<file path="config.mk">
export PLATFORM = sky130hd
export DESIGN_NAME = sarc_ctrl
export DESIGN_NICKNAME = d
export VERILOG_FILES = /design/src/core/sarc_pkg.sv /design/src/core/sarc_cfg_if.sv /design/src/core/sarc_cfg_shift.sv /design/src/core/sarc_ctrl.sv
export SDC_FILE = /design/constraint.sdc
export NUM_CORES = 1
export LEC_CHECK = 0
export BUFFER_PORTS_ARGS = -buffer_cell sky130_fd_sc_hd__buf_2
export CAP_MARGIN = 15
export CORE_AREA = 4 4 79 81
export CTS_BUF_LIST = sky130_fd_sc_hd__clkbuf_4 sky130_fd_sc_hd__clkbuf_8
export DETAILED_ROUTE_END_ITERATION = 8
export DIE_AREA = 0 0 83 85
export PLACE_DENSITY = 0.89
export SYNTH_ARGS = -nofsm -noshare
export SYNTH_HDL_FRONTEND = slang
export SYNTH_HIERARCHICAL = 1
export SYNTH_SLANG_ARGS = --single-unit
export TNS_END_PERCENT = 50
</file>
<file path="constraint.sdc">
create_clock -name clk -period 2.4 [get_ports clk]
set_input_delay 0.48 -clock clk [delete_from_list [all_inputs] [get_ports clk]]
set_output_delay 0.48 -clock clk [all_outputs]
set_load 0.01 [all_outputs]
</file>
<file path="src/core/sarc_pkg.sv">
// Package for the converter pin-control block: timing constants, range and mode types.
// Assumes one 40 MHz clock shared by every design file.
package sarc_pkg;
  localparam int unsigned CLK_NS          = 25;
  // Conversion and busy durations in ns, converted to cycles below
  localparam int unsigned CONV_NORMAL_NS  = 1500;
  localparam int unsigned CONV_WARP_NS    = 1250;
  localparam int unsigned CONV_IMPULSE_NS = 1900;
  localparam int unsigned EXTRA_RAC_NS    = 1000;
  localparam int unsigned CONV_NORMAL_CYC  = (CONV_NORMAL_NS + CLK_NS - 1) / CLK_NS;
  localparam int unsigned CONV_WARP_CYC    = (CONV_WARP_NS + CLK_NS - 1) / CLK_NS;
  localparam int unsigned CONV_IMPULSE_CYC = (CONV_IMPULSE_NS + CLK_NS - 1) / CLK_NS;
  localparam int unsigned EXTRA_RAC_CYC    = (EXTRA_RAC_NS + CLK_NS - 1) / CLK_NS;
  localparam int unsigned CNT_W           = 8;
  localparam int unsigned DATA_W          = 16;
  localparam int unsigned CFG_W           = 12;
  localparam logic [DATA_W-1:0] DATA_RST  = 16'h0000;
  localparam logic [DATA_W-1:0] MSB_FLIP  = 16'h8000;
  localparam logic [CFG_W-1:0]  CFG_RST   = 12'h000;
  // Synchroniser reset levels: the active-low pins (start, chip select, read, config
  // select) reset to their idle high level, so no false edge or bus enable follows reset
  localparam logic [18:0]       PIN_IDLE  = 19'h23008;

  typedef enum logic [1:0] {
    SARC_RANGE_UNI5,
    SARC_RANGE_UNI10,
    SARC_RANGE_BI5,
    SARC_RANGE_BI10
  } sarc_range_t;

  typedef enum logic [1:0] {
    SARC_MODE_NORMAL,
    SARC_MODE_WARP,
    SARC_MODE_IMPULSE,
    SARC_MODE_RSVD
  } sarc_mode_t;
endpackage : sarc_pkg

</file>
<file path="src/core/sarc_cfg_if.sv">
// Interface carrying the serial configuration port between top and config shifter.
// Assumes all signals are already synchronised to clk.
`timescale 1ns/1ps
interface sarc_cfg_if;
  logic                          sel_n;
  logic                          sclk;
  logic                          sdata;
  logic                          invert;
  logic                          enable;
  logic [sarc_pkg::CFG_W-1:0]    cfg;
  modport top (output sel_n, output sclk, output sdata, output invert, output enable,
               input cfg);
  modport shifter (input sel_n, input sclk, input sdata, input invert, input enable,
                   output cfg);
endinterface : sarc_cfg_if

</file>
<file path="src/core/sarc_cfg_shift.sv">
// Serial configuration shifter: shifts bits in on the chosen config clock edge.
// Assumes synchronised inputs; rst clears the whole configuration word.
`timescale 1ns/1ps
module sarc_cfg_shift (
  input  wire logic  clk,
  input  wire logic  rst,
  sarc_cfg_if.shifter port_i
);
  logic                       sclk_q;
  logic [sarc_pkg::CFG_W-1:0] cfg_q;
  logic                       edge_hit;

  ////////////////////////////////////////////////////////////////////////////
  // Active edge is rising, or falling when invert is high
  assign edge_hit = port_i.invert ? (sclk_q & ~port_i.sclk)
                                  : (~sclk_q & port_i.sclk);

  // Edge history runs through reset, so a clock idling high gives no false edge on release
  always_ff @(posedge clk) begin
    sclk_q <= port_i.sclk;
  end

  // Shift only in software mode and while the port select is low
  always_ff @(posedge clk) begin
    if (rst) begin
      cfg_q <= sarc_pkg::CFG_RST;
    end else if (port_i.enable && !port_i.sel_n && edge_hit) begin
      cfg_q <= {cfg_q[sarc_pkg::CFG_W-2:0], port_i.sdata};
    end
  end
  assign port_i.cfg = cfg_q;

  ////////////////////////////////////////////////////////////////////////////
  property p_cfg_hold;
    @(posedge clk) disable iff (rst)
      port_i.sel_n |=> $stable(cfg_q);
  endproperty
  a_cfg_hold: assert property (p_cfg_hold) else $error("config moved while deselected");
  property p_cfg_shift;
    @(posedge clk) disable iff (rst)
      (port_i.enable && !port_i.sel_n && edge_hit) |=> cfg_q[0] == $past(port_i.sdata);
  endproperty
  a_cfg_shift: assert property (p_cfg_shift) else $error("config bit not taken");
  c_cfg_shift: cover property (@(posedge clk) disable iff (rst)
    port_i.enable && !port_i.sel_n && edge_hit);
endmodule : sarc_cfg_shift

</file>
<file path="src/core/sarc_ctrl.sv">
// Pin control of a 16-bit SAR converter: busy, range decode, bus enable, reset, power-down.
// Assumes all pins are asynchronous to clk; the analog core result arrives on core_result.
`timescale 1ns/1ps
module sarc_ctrl (
  input  wire logic                        clk,
  input  wire logic                        rst,
  input  wire logic                        reset_pin,
  input  wire logic                        convert_start_n,
  input  wire logic                        power_down_in,
  input  wire logic                        range_polarity_select,
  input  wire logic                        range_span_select,
  input  wire logic                        chip_select_n,
  input  wire logic                        read_n,
  input  wire logic                        output_coding_select,
  input  wire logic                        serial_parallel_select,
  input  wire logic                        clock_source_select,
  input  wire logic                        read_during_convert,
  input  wire logic                        hardware_software_config_select,
  input  wire logic [1:0]                  conv_mode_pins,
  input  wire logic                        ext_serial_clock,
  input  wire logic                        config_port_select,
  input  wire logic                        config_port_clock,
  input  wire logic                        config_port_data_in,
  input  wire logic                        serial_clock_invert,
  input  wire logic [sarc_pkg::DATA_W-1:0] core_result,
  output logic                             busy,
  output logic                             data_ready,
  output sarc_pkg::sarc_range_t            input_range,
  output logic [sarc_pkg::DATA_W-1:0]      result_out,
  output logic                             result_oe,
  output logic                             serial_clock_gated,
  output logic [sarc_pkg::CFG_W-1:0]       config_word
);
  // Two-flop synchronisers for every pin, first stage read only by second
  localparam int NSYNC = 19;
  logic [NSYNC-1:0] raw, s1_q, s2_q;
  assign raw = {reset_pin, convert_start_n, power_down_in, range_polarity_select,
                range_span_select, chip_select_n, read_n, output_coding_select,
                serial_parallel_select, clock_source_select, read_during_convert,
                hardware_software_config_select, conv_mode_pins, ext_serial_clock,
                config_port_select, config_port_clock, config_port_data_in,
                serial_clock_invert};

  ////////////////////////////////////////////////////////////////////////////
  // Input synchronisers, one per pin; reset to each pin's idle level, not to zero
  genvar gi;
  generate
    for (gi = 0; gi < NSYNC; gi++) begin : g_sync
      always_ff @(posedge clk) begin
        if (rst) begin
          s1_q[gi] <= sarc_pkg::PIN_IDLE[gi];
          s2_q[gi] <= sarc_pkg::PIN_IDLE[gi];
        end else begin
          s1_q[gi] <= raw[gi];
          s2_q[gi] <= s1_q[gi];
        end
      end
    end
  endgenerate

  logic       rst_s, cnv_n_s, pd_s, pol_s, span_s, cs_n_s, rd_n_s, ob_s, ser_s;
  logic       clkint_s, rdc_s, hwsw_s, sclk_s, ccs_s, cclk_s, cdat_s, inv_s;
  logic [1:0] mode_s;
  assign {rst_s, cnv_n_s, pd_s, pol_s, span_s, cs_n_s, rd_n_s, ob_s, ser_s, clkint_s,
          rdc_s, hwsw_s, mode_s, sclk_s, ccs_s, cclk_s, cdat_s, inv_s} = s2_q;

  ////////////////////////////////////////////////////////////////////////////
  // Range decode from polarity and span
  function automatic sarc_pkg::sarc_range_t range_of(input logic pol, input logic span);
    range_of = sarc_pkg::sarc_range_t'({pol, span});
  endfunction : range_of

  always_ff @(posedge clk) begin
    if (rst) begin
      input_range <= sarc_pkg::SARC_RANGE_UNI5;
    end else begin
      input_range <= range_of(pol_s, span_s);
    end
  end

  ////////////////////////////////////////////////////////////////////////////
  // Conversion length per mode; master read-after-convert adds the same extra time to each mode
  function automatic logic [sarc_pkg::CNT_W-1:0] conv_len(input logic [1:0] m,
                                                          input logic rac);
    logic [sarc_pkg::CNT_W-1:0] base;
    base = 8'(sarc_pkg::CONV_NORMAL_CYC);
    case (m)
      2'h1:    base = 8'(sarc_pkg::CONV_WARP_CYC);
      2'h2:    base = 8'(sarc_pkg::CONV_IMPULSE_CYC);
      default: base = 8'(sarc_pkg::CONV_NORMAL_CYC);
    endcase
    conv_len = rac ? 8'(base + 8'(sarc_pkg::EXTRA_RAC_CYC)) : base;
  endfunction : conv_len

  logic master_rac;
  assign master_rac = ser_s & ~clkint_s & ~rdc_s;

  typedef enum logic [1:0] {SARC_IDLE, SARC_CONV, SARC_CAPT} sarc_state_t;
  sarc_state_t                 state_q;
  logic [sarc_pkg::CNT_W-1:0]  cnt_q;
  logic                        cnv_n_q, rst_s_q;
  logic                        start;

  // Start on the convert falling edge; power-down or reset refuse it
  assign start = cnv_n_q & ~cnv_n_s & ~pd_s & ~rst_s & (state_q == SARC_IDLE);

  always_ff @(posedge clk) begin
    if (rst) begin
      cnv_n_q <= 1'b1;
      rst_s_q <= 1'b0;
    end else begin
      cnv_n_q <= cnv_n_s;
      rst_s_q <= rst_s;
    end
  end

  // Conversion sequencer; power-down is not checked mid-run so it completes
  always_ff @(posedge clk) begin
    if (rst || rst_s) begin
      state_q <= SARC_IDLE;
      cnt_q   <= '0;
    end else begin
      case (state_q)
        SARC_IDLE: begin
          if (start) begin
            state_q <= SARC_CONV;
            cnt_q   <= conv_len(mode_s, master_rac);
          end
        end
        SARC_CONV: begin
          if (cnt_q <= 8'h01) begin
            state_q <= SARC_CAPT;
          end else begin
            cnt_q <= cnt_q - 8'h01;
          end
        end
        SARC_CAPT: state_q <= SARC_IDLE;
        default:   state_q <= SARC_IDLE;
      endcase
    end
  end

  // Busy is combinational so it rises with the start
  assign busy = start | (state_q == SARC_CONV) | (state_q == SARC_CAPT);

  // Result capture; reset release clears to zero in straight binary
  always_ff @(posedge clk) begin
    if (rst) begin
      result_out <= sarc_pkg::DATA_RST;
    end else if (rst_s_q && !rst_s) begin
      result_out <= ob_s ? sarc_pkg::DATA_RST : sarc_pkg::MSB_FLIP;
    end else if (state_q == SARC_CAPT && !rst_s) begin
      result_out <= ob_s ? core_result : (core_result ^ sarc_pkg::MSB_FLIP);
    end
  end

  // One-cycle strobe as busy drops, on the same edge that puts the result in place
  always_ff @(posedge clk) begin
    if (rst || rst_s) begin
      data_ready <= 1'b0;
    end else begin
      data_ready <= (state_q == SARC_CAPT);
    end
  end

  ////////////////////////////////////////////////////////////////////////////
  // Host bus gating, independent of power-down
  assign result_oe          = ~cs_n_s & ~rd_n_s;
  assign serial_clock_gated = ser_s & clkint_s & ~cs_n_s & sclk_s;

  ////////////////////////////////////////////////////////////////////////////
  // Config port: chip select deliberately not involved
  sarc_cfg_if cfg_bus ();
  assign cfg_bus.sel_n  = ccs_s;
  assign cfg_bus.sclk   = cclk_s;
  assign cfg_bus.sdata  = cdat_s;
  assign cfg_bus.invert = inv_s;
  assign cfg_bus.enable = ser_s & ~hwsw_s;

  logic cfg_rst;
  assign cfg_rst = rst | rst_s;
  sarc_cfg_shift u_cfg (
    .clk    (clk),
    .rst    (cfg_rst),
    .port_i (cfg_bus.shifter)
  );
  assign config_word = cfg_bus.cfg;

  ////////////////////////////////////////////////////////////////////////////
  property p_busy_rise;
    @(posedge clk) disable iff (rst)
      (state_q == SARC_IDLE && $fell(cnv_n_s) && !pd_s && !rst_s)
        |-> busy ##1 state_q == SARC_CONV;
  endproperty
  a_busy_rise: assert property (p_busy_rise) else $error("busy not high at start");
  property p_busy_until_capt;
    @(posedge clk) disable iff (rst) $fell(busy) |-> $past(state_q == SARC_CAPT) || rst_s;
  endproperty
  a_busy_until_capt: assert property (p_busy_until_capt) else $error("busy fell early");
  property p_ready;
    @(posedge clk) disable iff (rst || rst_s) $fell(busy) |-> data_ready;
  endproperty
  a_ready: assert property (p_ready) else $error("no data ready");
  property p_len;
    @(posedge clk) disable iff (rst) start |=> cnt_q == conv_len($past(mode_s), $past(master_rac));
  endproperty
  a_len: assert property (p_len) else $error("wrong busy length");
  property p_range;
    @(posedge clk) disable iff (rst) 1 |=> input_range == range_of($past(pol_s), $past(span_s));
  endproperty
  a_range: assert property (p_range) else $error("range decode wrong");
  property p_oe;
    @(posedge clk) disable iff (rst)
      result_oe == (!$past(chip_select_n, 2) && !$past(read_n, 2));
  endproperty
  a_oe: assert property (p_oe) else $error("bus enable wrong");
  property p_abort;
    @(posedge clk) disable iff (rst) rst_s |=> state_q == SARC_IDLE && !data_ready;
  endproperty
  a_abort: assert property (p_abort) else $error("reset did not abort");
  property p_pd;
    @(posedge clk) disable iff (rst) (pd_s && state_q == SARC_IDLE) |=> state_q == SARC_IDLE;
  endproperty
  a_pd: assert property (p_pd) else $error("start during power-down");
  property p_pd_run;
    @(posedge clk) disable iff (rst)
      (pd_s && !rst_s && state_q == SARC_CONV) |=> state_q != SARC_IDLE;
  endproperty
  a_pd_run: assert property (p_pd_run) else $error("power-down cut a conversion");
  property p_rst_data;
    @(posedge clk) disable iff (rst) ($fell(rst_s) && ob_s) |=> result_out == sarc_pkg::DATA_RST;
  endproperty
  a_rst_data: assert property (p_rst_data) else $error("data not cleared");

  c_conv: cover property (@(posedge clk) disable iff (rst) $fell(busy));
  c_rac:  cover property (@(posedge clk) disable iff (rst) start && master_rac);
  c_abort: cover property (@(posedge clk) disable iff (rst) state_q == SARC_CONV && rst_s);
endmodule : sarc_ctrl

</file>
# == After elaboration in Yosys (flattened, before gate mapping) ==
# Index checks and enable logic that the tools add are counted.
# op_classes
addsub,2
mul,0
div_mod_pow,0
n_lt_le_gt_ge,1
eq_ne,7
n_shift,0
n_mux,16
n_bitwise,27
reduce_logical,12
# op_table
operator,count
16-bit two-way mux,4
8-bit two-way mux,6
8-bit case mux with 2 select lines,1
7-bit case mux with 2 select lines,1
1-bit AND,13
1-bit inverter,11
"8-bit by 6-bit adder with 8-bit output, second input constant",1
"8-bit by 1-bit <= comparator with 1-bit output, second input constant",1
"8-bit by 1-bit subtractor with 8-bit output, second input constant",1
"2-bit inequality test, second input constant",3
"2-bit by 1-bit == test with 1-bit output, second input constant",2
"2-bit == test, second input constant",2
1-bit logical AND,4
2-bit two-way mux,2
2-bit case mux with 2 select lines,1
2-bit nonzero test,2
1-bit bitwise OR,3
3-bit AND reduction,1
1-bit logical NOT,2
2-bit logical NOT,1
2-bit AND reduction,1
1-bit logical OR,1
1-bit two-way mux,1
# word_totals
regBits,82
latch_bits,0
ramBits,0
rom_bits,0
out_inout_bits,34
mem_count,0

# == Depth between registers and ports, before layout ==
# logic_depth
word_depth,12
depth_mapped,7
mapped_depth_nobuf,7

# == Hierarchy ==
# The synthesis kept the hierarchy.
# modules_own_cells
module,n_inst,cells_per_inst,area_each_um2,seq_area_each_um2
sarc_ctrl,1,260,2487.4,1381.3
sarc_cfg_shift,1,45,511.7,260.2

# == Worst setup path before layout ==
# Ideal clock, no wire load.
# synth_timing
path_type,reg2reg
startpoint,register cnt_q[0] (netlist bit)
endpoint,register cnt_q[5] (netlist bit)
arrival_time_ns,1.753
required_ns,2.326
slack_ns,0.573
stages_incl_launch_ff,7
path_buffers,0
synth_period_minus_slack_ns,1.827
cell_sequence,dfxtp_1 -> inv_1 -> ha_1 -> or2_1 -> a31o_4 -> or4_1 -> a31oi_1
# synth_between
elab_chain_len,3
# synth_lines
element,line,source
from (decl),sarc_ctrl.sv:100,logic [sarc_pkg::CNT_W-1:0] cnt_q;
from (signal assigned),sarc_ctrl.sv:127,"cnt_q <= conv_len(mode_s, master_rac);"
from (signal assigned),sarc_ctrl.sv:134,cnt_q <= cnt_q - 8'h01;
8-bit by 1-bit subtractor with 8-bit output or 8-bit by 1-bit <= comparator with 1-bit output (tied branches),"sarc_ctrl.sv:134, sarc_ctrl.sv:131",
8-bit two-way mux or 2-bit inequality test (tied branches),--,
8-bit case mux with 2 select lines or 3-bit AND reduction (tied branches),--,
# Parallel ways exist; a longest one is shown, timed or not. The select of a mux whose other input is x is not followed.
# A chain may end at the register's enable or synchronous reset.

# == Final worst setup path ==
# Same ends and word-level chain as after synthesis.

==> run metrics <==
fmax=0.506 GHz; EDFF count, synth=0; CTS max path bufs=2; switching power=around 0.00056 W; Setup Buffers After CTS=0; CTS Buf Count=9; largest net degree at the start of global routing=37; CTS root buf=clkbuf_8; grt ovf=0; vias in the first global route=between 2000 and 2500; min cycle time layout=1.98 ns; Yosys warning count=6; CTS tree=done; total track usage=17.2%; number of synthesized register bits=around 80; Slew Viols, Final=0; fraction of layout cells with a size suffix above 1=26.5%; top cell type's share of synthesized area=54.7%; Critical Path AT=2.25 ns; status=finished, final reports clean; Core ar.=around 5500 sq um; Final TNS setup=0 ns; wire length per cell=between 10 and 15 um; critical path required time=~2.7 ns; Pleak=1.51 nW; RSZ-0062 raised after global routing=false; most frequent cell after synthesis=dfxtp_1; top cells by count, synth=dfxtp_1, nand2_1, nor2b_1; PwrDens=736 nW/um^2; I/O pin cnt=between 70 and 80; Logic pwr share=~5.8%; area grow syn2layout=20.6%; routed via count=approximately 2300; CTS sink cnt=82; max_slew headroom=52.8%; post-CTS resize count=0; Avg Inst Size Synth=roughly 9.8 sq um; Final setup viols=0; Crit Path Class=flip-flop to flip-flop; latest clock arrival within the worst-skew pair=0.34 ns; post-route ant nets=0; Hold WS=around 0.32 ns; Seq/Total Area, Yosys=between 50% and 60%; Initial DRC Count=115; Tcrit/Tclk final=82.4%; synthesized instance count=305; # Max-Cap Violations=0; Pint=between 0.002 and 0.0025 W; mapped cell area=around 3000 sq um; startpoint types=flip-flop; Filler Cell Count=430; slew at the pin closest to its max-slew limit=between 0.7 and 0.8 ns; nets=420; ANT cells=0; largest area contributor in the synthesized netlist=dfxtp_1; Final Hold Fails=0; Setup Skew=0.00384 ns; Placer Congestion=~0.90; synth unique cells=between 40 and 50; Crit. End Element=flip-flop; hpwl dp=roughly 4200 um; switch share=21.2%; Initial Utilization=54.8%; most used flip-flop cell after synthesis=dfxtp_1; asr flop ratio synth=0%; vias per cell=around 5; DRC=0; H-tree Lvls=3; post-synth net total=between 300 and 400; Worst-path clk slew=~0.080 ns; first-pass GRT wire length=between 9000 and 10000 um; Die Y=approximately 85 um; die width=approximately 83 um; Hold Path Class=input pin to flip-flop; Routed WL=slightly below 6000 um; iteration count of the initial detailed-routing pass=6; Max VDD drop=approximately 550 uV; Area contributors post-synth=dfxtp_1, nor2b_1, nand2_1, a21oi_1, mux2i_1; initial antenna violation count=0; Clock Power Share=40.9%; crit-path cells=inv_1 -> ha_1 -> or2_1 -> a31o_4 -> or4_1 -> a31oi_1; Largest stage delay, worst path=0.46 ns; crit path max fanout=8; Hold-fix buffers, CTS=0; row count=27; Reg power frac=a little over half; Die ar.=7060 sq um; port bufs=70; Critical-path top delay cell=or4_1
[metrics by stage]
| step | util (%) | instance area [sq um] | power (W) | setup slack [ns] | cells |
|---|---|---|---|---|---|
| after floorplan | - | 3000 | 0.00155 | 0.573 | 305 |
| after global placement | 62.0 | 3390 | 0.00160 | 0.530 | 437 |
| after detailed placement | 62.0 | 3390 | 0.00160 | 0.459 | 437 |
| after CTS | 66.1 | 3620 | 0.00268 | 0.452 | 453 |
| after global routing | 66.1 | 3620 | 0.00277 | 0.296 | 453 |
| final | 66.1 | 3620 | 0.00266 | 0.423 | 453 |
[worst paths after layout]
check	startpoint	endpoint	slack (ns)	cells after the start
hold reg to reg	cclk_s$_SDFF_PP0_	u_cfg/sclk_q$_DFF_P_	0.36	0
hold / removal	read_n	s1_q[12]$_SDFF_PP1_	0.32	2
setup reg to reg	cnt_q[0]$_SDFFE_PP0P_	cnt_q[5]$_SDFFE_PP0P_	0.42	6
setup / recovery	cnt_q[0]$_SDFFE_PP0P_	cnt_q[5]$_SDFFE_PP0P_	0.42	6
[layer usage]
metal  GRT usage, %  wire, um
met4           7.28       137
met3           5.53       355
met5              0         0
met2           30.0      3000
met1           19.4      2470
[state kept, by name (all words and copies together), names as in the netlist, 2 cells and up]
| register | count |
|---|---|
| cnt_q | 8 |
| input_range | 2 |
| result_out | 16 |
| mode_s | 2 |
| s1_q | 19 |
| u_cfg/port_i.cfg | 12 |
| state_q | 2 |
[area by class of cell]
class | count | area (sq um) | area share (%)
flip-flops and latches | 82 | 1640 | 45.4
well taps | 72 | 90.1 | 2.49
multi-input cells | 205 | 1270 | 35.2
clock buffers | 12 | 146 | 4.05
repair buffers | 72 | 365 | 10.1
clock inverters | 4 | 76.3 | 2.11
inverters | 6 | 22.5 | 0.623
[placed cells by master, fill, tap and decap left out, types with 3 or more instances in the layout]
master	Yosys	final
dfxtp_1	82	82
buf_2	0	70
nand2_1	39	39
nor2b_1	36	36
a21oi_1	25	25
nand2b_1	18	18
mux2i_1	12	12
or2_2	9	9
clkbuf_8	0	9
nor2_1	8	8
ha_1	7	7
inv_1	5	5
nand3_1	5	5
nor3_1	4	4
a31oi_1	4	4
o22ai_1	3	3
o211ai_1	3	3
clkbuf_4	0	3
[power groups by stage]
| stage | combinational (W) | sequential (W) | clock (W) |
|---|---|---|---|
| 3_5_place_dp | 0.000154 | 0.00145 | 0 |
| 3_3_place_gp | 0.000149 | 0.00145 | 0 |
| 2_1_floorplan | 0.0000986 | 0.00145 | 0 |
| 4_1_cts | 0.000155 | 0.00142 | 0.00111 |
| 5_1_grt | 0.000172 | 0.00142 | 0.00117 |
| 6_report | 0.000154 | 0.00142 | 0.00109 |
[cells by family (layout without fill, tap and decap cells)]
logic type	count (synthesis)	after routing	synth area share [%]
adders and majority gates	7	7	2.92
buffers and inverters	18	94	2.75
muxes	12	12	4.01
AOI/OAI and AO/OA	48	48	10.1
DFF	82	82	54.7
and+or+nand+nor	138	138	25.4
[critical path, delay by kind of cell (launching register included)]
kind            cells  cell delay, ns
compound gates      2            0.45
fa+ha+maj           1            0.23
buf+inv             1            0.08
flops               1            0.40
simple gates        2            0.73
No activity file was read; power rests on OpenSTA's default activity.
